$ cat config.mk
export PLATFORM = sky130hd
export DESIGN_NAME = msr_status_regs
export DESIGN_NICKNAME = d
export VERILOG_FILES = /design/src/rtl/msr_pkg.sv /design/src/rtl/msr_link_qual.sv /design/src/rtl/msr_id_rom.sv /design/src/rtl/msr_status_regs.sv
export SDC_FILE = /design/constraint.sdc
export NUM_CORES = 1
export LEC_CHECK = 0
export ABC_AREA = 1
export BUFFER_PORTS_ARGS = -buffer_cell sky130_fd_sc_hd__buf_2
export CAP_MARGIN = 25
export CORE_MARGIN = 2
export CORE_UTILIZATION = 50
export CTS_BUF_LIST = sky130_fd_sc_hd__clkbuf_16
export DETAILED_ROUTE_END_ITERATION = 16
export PLACE_DENSITY = 0.82
export SETUP_SLACK_MARGIN = 0.4
export SYNTH_ARGS = -nofsm -noshare
export SYNTH_HDL_FRONTEND = slang
export SYNTH_SLANG_ARGS = --single-unit
export TNS_END_PERCENT = 20
$ cat constraint.sdc
create_clock -name mclk -period 2.04 [get_ports mclk]
set_input_delay 0.204 -clock mclk [delete_from_list [all_inputs] [get_ports mclk]]
set_output_delay 0.204 -clock mclk [all_outputs]
set_load 0.01 [all_outputs]
$ cat src/rtl/msr_pkg.sv
// Package: offsets, field positions, constants and carriers for the status/identifier bank
package msr_pkg;
  localparam logic [4:0] MSR_REG_STATUS = 5'h01;
  localparam logic [4:0] MSR_REG_ID_HI = 5'h02;
  localparam logic [4:0] MSR_REG_ID_LO = 5'h03;
  localparam logic [4:0] MSR_REG_EXT_STATUS = 5'h0F;
  localparam int MSR_BIT_EXT_STATUS = 8;
  localparam int MSR_BIT_UNIDIR = 7;
  localparam int MSR_BIT_PREAMBLE_SUP = 6;
  localparam int MSR_BIT_NEG_DONE = 5;
  localparam int MSR_BIT_REMOTE_FAULT = 4;
  localparam int MSR_BIT_NEG_ABLE = 3;
  localparam int MSR_BIT_LINK_UP = 2;
  localparam int MSR_BIT_JABBER = 1;
  localparam int MSR_BIT_EXT_CAP = 0;
  localparam logic [15:0] MSR_STATUS_FIXED = 16'h01C8;
  localparam logic [15:0] MSR_ZERO16 = 16'h0000;
  localparam int MSR_ORG_W = 22;
  localparam int MSR_MODEL_W = 6;
  localparam int MSR_REV_W = 4;
  // Link timer: 10 ms at 40 MHz, rounded down
  localparam int MSR_CLK_HZ = 40000000;
  localparam int MSR_LINK_TIMER_US = 10000;
  localparam int MSR_LINK_TIMER_CYC = (MSR_CLK_HZ / 1000000) * MSR_LINK_TIMER_US;

  typedef struct packed {
    logic sync_ok;
    logic neg_enable;
    logic neg_done;
    logic xcvr_reset_done;
    logic remote_fault;
  } msr_link_s;

  typedef struct packed {
    logic rd;
    logic wr;
    logic [4:0] addr;
    logic [15:0] wdata;
  } msr_mgmt_req_s;
endpackage : msr_pkg

$ cat src/rtl/msr_link_qual.sv
// Link qualifier: sync loss must persist a full link timer before link drops
`timescale 1ns/1ps
module msr_link_qual import msr_pkg::*; #(
  parameter int LINK_TIMER_CYC = MSR_LINK_TIMER_CYC
) (
  // Clock and reset
  input wire logic mclk,
  input wire logic rstn,
  // Link conditions
  input msr_link_s link_in,
  // Qualified link level
  output logic link_ok
);
  logic [31:0] loss_cnt_q;
  logic link_q;
  logic raw_ok;
  logic sync_held;

  assign sync_held = link_in.sync_ok | (link_q & (loss_cnt_q < 32'(LINK_TIMER_CYC)));
  assign raw_ok = sync_held & (~link_in.neg_enable | link_in.neg_done) & link_in.xcvr_reset_done;
  assign link_ok = link_q;

  // Count consecutive cycles of lost sync
  always_ff @(posedge mclk) begin
    if (!rstn || link_in.sync_ok) begin
      loss_cnt_q <= 32'h00000000;
    end else if (loss_cnt_q < 32'(LINK_TIMER_CYC)) begin
      loss_cnt_q <= loss_cnt_q + 32'h00000001;
    end
  end

  // Link level follows qualified conditions
  always_ff @(posedge mclk) begin
    if (!rstn) begin
      link_q <= 1'b0;
    end else begin
      link_q <= raw_ok;
    end
  end

  chk_drop_after_timer: assert property (@(posedge mclk) disable iff (!rstn)
    (link_q && !link_in.sync_ok && loss_cnt_q < 32'(LINK_TIMER_CYC) && link_in.xcvr_reset_done &&
    (!link_in.neg_enable || link_in.neg_done)) |=> link_q) else $error("link dropped before timer");
  chk_drop_at_timer: assert property (@(posedge mclk) disable iff (!rstn)
    (link_q && !link_in.sync_ok && loss_cnt_q == 32'(LINK_TIMER_CYC)) |=> !link_q) else $error("link held past timer");
  chk_link_needs_sync: assert property (@(posedge mclk) disable iff (!rstn)
    $rose(link_q) |-> $past(link_in.sync_ok)) else $error("link rose without sync");
endmodule : msr_link_qual

$ cat src/rtl/msr_id_rom.sv
// Identifier constants for the two identifier registers
`timescale 1ns/1ps
module msr_id_rom import msr_pkg::*; #(
  // Arbitrary neutral identity values
  parameter logic [MSR_ORG_W-1:0] ORG_CODE = 22'h000001,
  parameter logic [MSR_MODEL_W-1:0] MODEL = 6'h01,
  parameter logic [MSR_REV_W-1:0] REV = 4'h1
) (
  // Identifier words
  output logic [15:0] id_hi,
  output logic [15:0] id_lo
);
  assign id_hi = ORG_CODE[MSR_ORG_W-1:6];
  assign id_lo = {ORG_CODE[5:0], MODEL, REV};
endmodule : msr_id_rom

$ cat src/rtl/msr_status_regs.sv
// Status and identifier register bank with read-side effects
//
// Summary of operation
// - Status bits 15..9 always read 0
// - Bit 8 reads 1, extended status exists
// - Bit 7 reads 1, writes ignored
// - Bit 6 reads 1, preamble suppression
// - Bit 5 shows negotiation complete, reset 0
// - Bit 4 fault flag, clears on read
// - Bit 3 reads 1, negotiation capable
// - Bit 2 latches low, read refreshes it
// - Link up needs sync and reset done, plus negotiation done when negotiation is enabled
// - Sync loss must outlast link timer
// - Bits 1 and 0 always read 0
// - Two constant identifier registers
`timescale 1ns/1ps
module msr_status_regs import msr_pkg::*; #(
  parameter int LINK_TIMER_CYC = MSR_LINK_TIMER_CYC
) (
  // Clock and reset
  input wire logic mclk,
  input wire logic rstn,
  // Management access
  input msr_mgmt_req_s mgmt_req,
  output logic [15:0] mgmt_rdata,
  output logic mgmt_rvalid,
  // Link conditions, including negotiation_sync_indication as sync_ok
  input msr_link_s link_in,
  // Qualified link level
  output logic link_up
);
  logic link_ok;
  logic [15:0] id_hi;
  logic [15:0] id_lo;
  logic link_latch_q;
  logic fault_q;
  logic neg_done_q;
  logic [15:0] rdata_q;
  logic rvalid_q;
  logic rd_status;
  logic [15:0] status_word;

  msr_link_qual #(.LINK_TIMER_CYC(LINK_TIMER_CYC)) u_qual (
    .mclk(mclk),
    .rstn(rstn),
    .link_in(link_in),
    .link_ok(link_ok)
  );

  msr_id_rom u_id (
    .id_hi(id_hi),
    .id_lo(id_lo)
  );

  assign rd_status = mgmt_req.rd && (mgmt_req.addr == MSR_REG_STATUS);
  assign link_up = link_ok;

  function automatic logic [15:0] status_compose(logic done, logic fault, logic lnk);
    logic [15:0] w;
    w = MSR_STATUS_FIXED;
    w[MSR_BIT_NEG_DONE] = done;
    w[MSR_BIT_REMOTE_FAULT] = fault;
    w[MSR_BIT_LINK_UP] = lnk;
    return w;
  endfunction : status_compose

  assign status_word = status_compose(neg_done_q, fault_q, link_latch_q);

  // Negotiation complete flag, registered
  always_ff @(posedge mclk) begin
    if (!rstn) begin
      neg_done_q <= 1'b0;
    end else begin
      neg_done_q <= link_in.neg_done;
    end
  end

  // Remote fault: set wins over clear on read
  always_ff @(posedge mclk) begin
    if (!rstn) begin
      fault_q <= 1'b0;
    end else if (link_in.remote_fault) begin
      fault_q <= 1'b1;
    end else if (rd_status) begin
      fault_q <= 1'b0;
    end
  end

  // Link status latches low; a read reloads present state
  always_ff @(posedge mclk) begin
    if (!rstn) begin
      link_latch_q <= 1'b0;
    end else if (!link_ok) begin
      link_latch_q <= 1'b0;
    end else if (rd_status) begin
      link_latch_q <= 1'b1;
    end
  end

  // Read data; writes never alter state
  always_ff @(posedge mclk) begin
    if (!rstn) begin
      rdata_q <= MSR_ZERO16;
      rvalid_q <= 1'b0;
    end else begin
      rvalid_q <= mgmt_req.rd;
      if (mgmt_req.rd) begin
        unique case (mgmt_req.addr)
          MSR_REG_STATUS: rdata_q <= status_word;
          MSR_REG_ID_HI: rdata_q <= id_hi;
          MSR_REG_ID_LO: rdata_q <= id_lo;
          default: rdata_q <= MSR_ZERO16;
        endcase
      end
    end
  end

  assign mgmt_rdata = rdata_q;
  assign mgmt_rvalid = rvalid_q;

  chk_fixed_bits: assert property (@(posedge mclk) disable iff (!rstn)
    rd_status |=> (mgmt_rdata[15:9] == 7'h00 && mgmt_rdata[8:6] == 3'h7)) else $error("fixed high bits wrong");
  chk_low_fixed: assert property (@(posedge mclk) disable iff (!rstn)
    rd_status |=> (mgmt_rdata[3] && !mgmt_rdata[1] && !mgmt_rdata[0])) else $error("fixed low bits wrong");
  chk_ext_status: assert property (@(posedge mclk) disable iff (!rstn)
    rd_status |=> mgmt_rdata[MSR_BIT_EXT_STATUS]) else $error("extended status bit low");
  chk_unidir_bit: assert property (@(posedge mclk) disable iff (!rstn)
    rd_status |=> mgmt_rdata[MSR_BIT_UNIDIR] && mgmt_rdata[MSR_BIT_PREAMBLE_SUP]) else $error("bit 7 or 6 low");
  chk_neg_done: assert property (@(posedge mclk) disable iff (!rstn)
    rd_status && neg_done_q |=> mgmt_rdata[MSR_BIT_NEG_DONE]) else $error("negotiation done not shown");
  chk_fault_clear: assert property (@(posedge mclk) disable iff (!rstn)
    rd_status && !link_in.remote_fault |=> !fault_q) else $error("fault not cleared on read");
  chk_fault_set: assert property (@(posedge mclk) disable iff (!rstn)
    link_in.remote_fault |=> fault_q) else $error("fault event lost");
  chk_link_latch: assert property (@(posedge mclk) disable iff (!rstn)
    !link_ok ##1 link_ok [*2] |-> !link_latch_q || $past(rd_status)) else $error("link rose without read");
  chk_write_ignored: assert property (@(posedge mclk) disable iff (!rstn)
    mgmt_req.wr && !mgmt_req.rd && !link_in.remote_fault && link_ok |=> $stable(fault_q) && $stable(link_latch_q))
    else $error("write changed state");
  chk_id_read: assert property (@(posedge mclk) disable iff (!rstn)
    mgmt_req.rd && mgmt_req.addr == MSR_REG_ID_LO |=> mgmt_rdata == id_lo) else $error("id read wrong");
endmodule : msr_status_regs

**Yosys cells after proc, flatten, opt, wreduce, memory -nomap -nowiden**

Index checks and enable logic that the tools add are counted.

- Memories: 0
- Bits in latches: 0
- Memory bits (read-only): 0
- Input port bits: 30
- Logic and storage cells: 25
- RAM bits: 0
- Register bits after elaboration: 53
- Output and inout bits: 18

- Add/sub/neg operators: 1
- $mul: 0
- Bitwise logic cells: 6
- Shift-type cells: 0
- Equal/unequal tests: 2
- Reduce and logical (&&, ||, !) cells: 5
- Div/mod/pow operators: 0
- Mux-type cells: 3
- Magnitude comparators: 1

Operator list:

| operator | count |
|---|---|
| 32-bit by 1-bit adder with 32-bit output, second input constant | 1 |
| 32-bit by 19-bit < comparator with 1-bit output, second input constant | 1 |
| 11-bit one-hot mux with 2 select lines | 1 |
| 5-bit by 1-bit == test with 1-bit output, second input constant | 1 |
| 5-bit by 2-bit == test with 1-bit output, second input constant | 1 |
| 1-bit bitwise AND | 3 |
| 1-bit two-way mux | 2 |
| 1-bit bitwise OR | 2 |
| 2-bit AND reduction | 1 |
| 2-bit nonzero test | 1 |
| 1-bit logical AND | 1 |
| 1-bit logical NOT | 1 |
| 1-bit logical OR | 1 |
| 1-bit NOT | 1 |

**Logic depth before layout (Yosys ltp)**

Gate-level depths: netlist (run 1).

- Depth in word-level cells: 5
- Gate-level depth with buffers: 9

**Modules after synthesis**

A second synthesis (run 1) with hierarchy kept.

- Cells, all modules: 428
- Area total of the unflattened synthesis: 3009.1 µm²

Modules (own cells, without submodules):

| module | cells each | times used | sequential area each (µm²) | area each (µm²) |
|---|---|---|---|---|
| msr_link_qual | 246 | 1 | 660.6 | 1722.9 |
| msr_status_regs | 148 | 1 | 400.4 | 1038.5 |
| msr_id_rom | 34 | 1 | 0.0 | 247.7 |

**Least setup slack after synthesis (run 1)**

Ideal clock, no wire load.

- Kind: reg2reg
- Start point: register u_qual.loss_cnt_q[0]
- End point: register u_qual.loss_cnt_q[16]
- Path slack: 611 ps
- Arrival: 1360 ps
- Setup time: 70 ps
- Cell stages (with the launch flop): 9
- Clock period less this slack: 1429 ps
- Path buffers: 0
- Path through: dfxtp_1 ha_1 inv_1 nor2_4 nand2_2 nor2_2 xor2_1 nand2_1 a21oi_1

- Cells in the longest elaborated chain, start to end: 1

RTL lines:

| element | line | text |
|---|---|---|
| start, declared | msr_link_qual.sv:14 | `logic [31:0] loss_cnt_q;` |
| start signal, assigned | msr_link_qual.sv:28 | `loss_cnt_q <= loss_cnt_q + 32'h00000001;` |
| 32-bit by 1-bit adder with 32-bit output / 32-bit by 19-bit < comparator with 1-bit output (equally long branches) | msr_link_qual.sv:28, msr_link_qual.sv:27 |  |

Several ways; a longest one is shown, not always the timed one.
A chain may end at the register's enable or synchronous reset.

**Worst setup path after layout (run 1)**

Ends and elaborated chain as after synthesis.

==> results.ini, run 1 <==
[status]
outcome = finished clean

[cells_and_area]
num_antenna_cells = 0
final_area_um2 = 2440
drive_above_1_share_pct = 25.1
multi_input_area_um2 = 1120
final-seq-area_um2 = 842
final_nets = 350
fillerInstances = 416
area_growth_pct = 9.69

[timing]
period_needed_ns = 1.49
skew_ns = 0.00351
maxSlewViolCount = 0
final_hold_viol_count = 0
fmax_mhz = 670
fin_crit_sh_pct = 73.2
tns_ns = 0
finalSetupViolCount = 0
worst_slack_ns = 0.547
rsz0062_at_grt = no

[floorplan]
initial_core_util_pct = 51.4
core_area_um2 = 4320
dieArea_um2 = 4990
rows = 24
die_w_um = 70.6
ios = 48
fp.dieH_um = 70.6

[setup_path]
ff2ff_setup_slack_ns = 0.55
critPathMaxStageDelay_ns = 0.37
rr_endpoint = u_qual.loss_cnt_q[16]
worst_r2r_path_depth = 8
startpoint_type = register
path_delay_family = simple AND/OR/NAND/NOR gates
path_cells = ha_2, inv_1, nor2_4, nand2_2, nor2_2, xor2_1, nand2_1, a21oi_1
crit_type = reg2reg
path_buf_inv = 1
required_ns = 2.25
cp.arrival_ns = 1.71
cp_slowest_cell = dfxtp_2
cp_max_fo = 6
crit_path_end_kind = register
reg2reg_from = u_qual.loss_cnt_q[0]

[detailed_routing]
routedWlPerCell_um = 10.7
vias = 1820
drt_iter0_markers = 74
via_per_inst = 4.91
drc_errors = 0
dr.pass1.iters = 4
ant_nets = 0
routed_wl_um = 3970

[yosys]
syn_area_per_cell_um2 = 7.48
synth_top_cell_area_share_pct = 37.9
yosysWarnings = 0
yosys-top-cells-area = dfxtp_1 (38%), nand2_1 (9.8%), nor2_1 (6.8%), inv_1 (5.6%), a21oi_2 (4.3%)
synth_top_cell_by_area = dfxtp_1
synth_flop_cell = dfxtp_1
async_flop_share_pct = 0
synth_seq_cells = 42
syn_inst = 297
yosysUniqueCellTypes = 30
synth_edf_count = 0
synth.yosys.seq_area_share_pct = 37.9
netlist_area_um2 = 2220

[grt]
grt_pass1_vias = 1739
grt_pass1_wl_um = 7180
track_usage_pct = 17.6
grt_max_degree = 19
overflow = 0
grt_antenna_before_repair = 0

[clock_network]
worst_skew_pair.late_latency_ns = 0.28
cts.sinks = 42
htreeDepth = 2
clk_pin_slew_ns = 0.06
clock_path_buffers = 2
cts_root_buffer = clkbuf_16
cts_buffers = 5
cts.hold.buffers_added = 0
tritoncts = yes

[worst_hold_path]
worstHoldStart = mgmt_req[22]
holdPathEnd = mgmt_rvalid
hp-class = in2reg
min_path_cells = 3

[place]
hpwlAfterDp_um = 2900
gp_congestion = 0.969
numPortBuffers = 23
post_dp_cell_area_um2 = 2290
dp_slack_ns = 0.451

[power_and_ir_drop]
ir_drop_mv = 0.567
pwr_density_cell_nw_per_um2 = 678
p_leak_nw = 0.951

[flow_run]
max-cap-violations = 0

## cell type report
cell class,instances,area share (%)
Multi-Input combinational cell,210,46.1
Inverter,34,5.24
Clock inverter,2,0.616
Timing Repair Buffer,26,5.65
Tap cell,52,2.67
Clock buffer,5,5.14
Sequential cell,42,34.6
## what timing repair did
| action | CTS | global route |
|---|---|---|
| gates resized for setup | 0 | 2 |
| setup endpoints to repair | 0 | 3 |
| setup buffers | 0 | 0 |
## registers in the layout, summed over array words and instances, names as in the netlist
signal / cells
link_latch_q: 1
u_qual.link_ok: 1
mgmt_rdata: 5
fault_q: 1
neg_done_q: 1
u_qual.loss_cnt_q: 32
mgmt_rvalid: 1
## placed cells by master, fill, tap and decap left out, types with 6 or more instances in the layout
cell / netlist / routed
inv_1: 33 / 33
a21oi_1: 14 / 14
nor2_2: 10 / 10
nand2_2: 15 / 15
nand4_1: 8 / 8
a21oi_2: 11 / 11
buf_2: 0 / 23
nand3_1: 19 / 19
dfxtp_1: 42 / 41
conb_1: 1 / 7
nand2_1: 58 / 58
xor2_1: 6 / 6
nor2_1: 40 / 40
## report_power, final
part	total [W]	internal [W]	switching, W
combinational	0.0000569	0.0000195	0.0000374
clock	0.000762	0.000446	0.000316
sequential	0.000832	0.000827	0.00000451
## stage by stage
stage,util (%),cells,hold WS [ns],power [W]
after global placement,53.0,364,0.403,0.000904
after CTS,56.3,371,0.120,0.00167
after global routing,56.3,371,0.142,0.00170
after floorplan,-,303,0.297,0.000896
final,56.3,371,0.120,0.00165
after detailed placement,53.0,364,0.415,0.000906
## cell usage after synthesis, types with 3 or more instances
cell type	instances
nand4_1	8
nor2_1	40
inv_1	33
nor3_1	3
nand2_1	58
a21oi_1	14
buf_6	3
a21oi_2	11
xor2_1	6
dfxtp_1	42
o21ai_0	3
nor2_2	10
nand3_1	19
nor2_4	3
buf_4	11
nand2_2	15
xnor2_1	5
## per-layer routing
layer	share of wire (%)	GRT usage, %
met4	1.8	7.55
met3	4.2	5.56
met2	49	31.0
met5	0	0
met1	45	19.6
## worst min-delay path, delay by kind of cell
kind / cells / cell delay (ns)
buffers and inverters: 2 / 0.13
AND/OR/NAND/NOR: 1 / 0.04
## cell families after synthesis
family / share of synthesized area [%]
other cells: 0.169
simple gates: 34.9
flops: 37.9
buf+inv: 12.7
compound gates: 9.46
fa+ha+maj: 0.563
xor+xnor: 4.34
## worst max path at each step
| stage | from | endpoint | slack, ns | depth (start not counted) |
|---|---|---|---|---|
| 2_1_floorplan | u_qual.loss_cnt_q[0] | u_qual.loss_cnt_q[16] | 0.61 | 8 |
| 3_3_place_gp | u_qual.loss_cnt_q[0] | u_qual.loss_cnt_q[16] | 0.49 | 8 |
| 5_1_grt | u_qual.loss_cnt_q[1] | u_qual.loss_cnt_q[16] | 0.41 | 8 |
| 6_report | u_qual.loss_cnt_q[0] | u_qual.loss_cnt_q[16] | 0.55 | 8 |
| 4_1_cts | u_qual.loss_cnt_q[0] | u_qual.loss_cnt_q[16] | 0.43 | 8 |
| 3_5_place_dp | u_qual.loss_cnt_q[0] | u_qual.loss_cnt_q[16] | 0.45 | 8 |
Power figures use the tool's default switching activity.
==> inputs of run 2 (changes only) <==
- ABC_AREA: 1 -> 0
- PLACE_DENSITY: 0.82 -> 0.84
- clock period: 2.04 -> 1.45 ns (I/O delays scaled with it)
==> results.ini, run 2 <==
[status]
outcome = finished with violations
violations = negative setup slack

[floorplan]
ios = 48
die_w_um = 64.7
initial_core_util_pct = 51.0
dieArea_um2 = 4180
fp.dieH_um = 64.7
core_area_um2 = 3610
rows = 22

[timing]
skew_ns = 0.00708
fmax_mhz = 493
rsz0062_at_grt = yes
worst_slack_ns = -0.578
whs_ns = 0.0641
maxSlewViolCount = 0
fin_crit_sh_pct = 140
finalSetupViolCount = 20
period_needed_ns = 2.03
tns_ns = -8.30
final_hold_viol_count = 0

[clock_network]
tritoncts = yes
worst_skew_pair.late_latency_ns = 0.29
htreeDepth = 2
cts.sinks = 42
cts_root_buffer = clkbuf_16
cts_buffers = 5
clk_pin_slew_ns = 0.06
clock_path_buffers = 2

[grt]
grt_pass1_vias = 1607
grt_antenna_before_repair = 0
grt_max_degree = 22
grt_pass1_wl_um = 7070
track_usage_pct = 22.0
overflow = 0

[yosys]
synth_top_cell_area_share_pct = 45.7
netlist_area_um2 = 1840
synth_seq_cells = 42
synth_edf_count = 0
yosysWarnings = 0
synthTopCellsByCount = dfxtp_1 (42), and2_1 (15), a21oi_1 (14), nand2_1 (13), nand3_1 (13)
syn_area_per_cell_um2 = 9.06
syn_inst = 203
yosysUniqueCellTypes = 37
synth_flop_cell = dfxtp_1
synth_top_cell_by_area = dfxtp_1
async_flop_share_pct = 0
yosysMostFrequentCell = dfxtp_1
yosys-top-cells-area = dfxtp_1 (46%), and2_1 (5.1%), buf_4 (4.5%), or4_1 (4.5%), a21oi_1 (3.8%)
synth.yosys.seq_area_share_pct = 45.7

[cells_and_area]
final_cell_mix = buf_4 (37), dfxtp_1 (36), buf_2 (23), and2_1 (15)
fillerInstances = 253
regMostFlops = u_qual.loss_cnt_q
drive_above_1_share_pct = 35.8
final_common_cell = buf_4
final-seq-area_um2 = 848
area_growth_pct = 34.6
multi_input_area_um2 = 990
num_antenna_cells = 0
fin_util_pct = 68.7
largest_reg_flops = 32
final_nets = 290

[detailed_routing]
drt_iter0_markers = 74
ant_nets = 0
routedWlPerCell_um = 14.6
drc_errors = 0
dr.pass1.iters = 4
via_per_inst = 5.52
vias = 1701
routed_wl_um = 4490

[flow_run]
max-cap-violations = 0

[setup_path]
startpoint_type = register
crit_path_end_kind = register
path_cells = nor4_4, nand4_2, or4_4, or4_1, a21oi_1
crit_type = reg2reg
cp_max_fo = 8
ff2ff_setup_slack_ns = -0.58
required_ns = 1.67
critPathMaxStageDelay_ns = 0.61
cp_slowest_cell = or4_4
cp.arrival_ns = 2.25

[place]
gp_congestion = 0.790
numPortBuffers = 23
hpwlAfterDp_um = 2830
dp_slack_ns = -0.589

[power_and_ir_drop]
p_leak_nw = 1.04
pwr_density_cell_nw_per_um2 = 948
ir_drop_mv = 0.914

[worst_hold_path]
hp-class = in2reg

run 2: cell types whose count changed after synthesis, sizes merged, moves of 11 or more:
| cell | previous run | this run |
|---|---|---|
| and2 | 0 | 15 |
| a21oi | 26 | 14 |
| or4 | 0 | 11 |
| inv | 34 | 2 |
| nand2 | 75 | 13 |
| nor2 | 53 | 6 |
run 2: logic make-up (layout without fill, tap and decap cells):
family / Yosys count / count (layout) / share of synthesized area, %
muxes: 5 / 5 / 2.72
other: 1 / 7 / 0.204
DFF: 42 / 42 / 45.7
AOI/OAI and AO/OA: 39 / 39 / 13.8
adders and majority gates: 1 / 1 / 0.680
and+or+nand+nor: 93 / 93 / 30.1
buffers and inverters: 22 / 73 / 6.80
run 2: worst max-delay path, delay by kind of cell (launching register included):
kind            cells  cell delay, ns
simple gates        4            1.49
flops               1            0.33
compound gates      1            0.13
run 2: worst paths after layout:
kind                                end             startpoint  cells past startpoint
hold reg to reg   u_qual.loss_cnt_q[21]  u_qual.loss_cnt_q[21]                      1
setup / recovery   u_qual.loss_cnt_q[9]  u_qual.loss_cnt_q[20]                      5
setup reg to reg   u_qual.loss_cnt_q[9]  u_qual.loss_cnt_q[20]                      5
hold / removal                  fault_q             link_in[0]                      2
run 2: metal layers:
| metal | vias up | wire [um] | part of all wire [%] | global-route usage [%] |
|---|---|---|---|---|
| li1 | 832 | - | - | - |
| met2 | 54 | 2240 | 50 | 37.6 |
| met5 | - | 0 | 0 | 0 |
| met4 | 0 | 115 | 2.6 | 10.6 |
| met1 | 803 | 1890 | 42 | 24.6 |
| met3 | 12 | 246 | 5.5 | 7.12 |
run 2: repair_timing:
item                                    4_1_cts  5_1_grt
resized for setup                            15       14
endpoints found under the setup margin       20       20
gates cloned                                  0        1
hold buffers                                  0        0
pin swaps                                     5       15
buffers inserted                              0        2
run 2: layout make-up:
| class | count | area share (%) |
|---|---|---|
| tap | 48 | 2.43 |
| multi-input combinational | 145 | 40.0 |
| inverter | 2 | 0.303 |
| clock inverter | 3 | 0.758 |
| clock buffer | 5 | 5.05 |
| sequential | 42 | 34.3 |
| timing repair buffer | 63 | 17.2 |
run 2: power by group:
part | switching, W | internal, W | leakage [nW]
clock | 0.000451 | 0.000637 | 0.0740
combinational | 0.0000527 | 0.0000360 | 0.622
sequential | 0.00000584 | 0.00116 | 0.342
total | 0.000510 | 0.00184 | 1.04
run 2: metrics by stage:
step	cell area [um^2]	cells	power [W]
floorplan	1860	209	0.00126
global placement	2200	297	0.00128
detailed placement	2200	297	0.00128
CTS	2400	305	0.00236
global route	2480	308	0.00241
finish	2480	308	0.00235
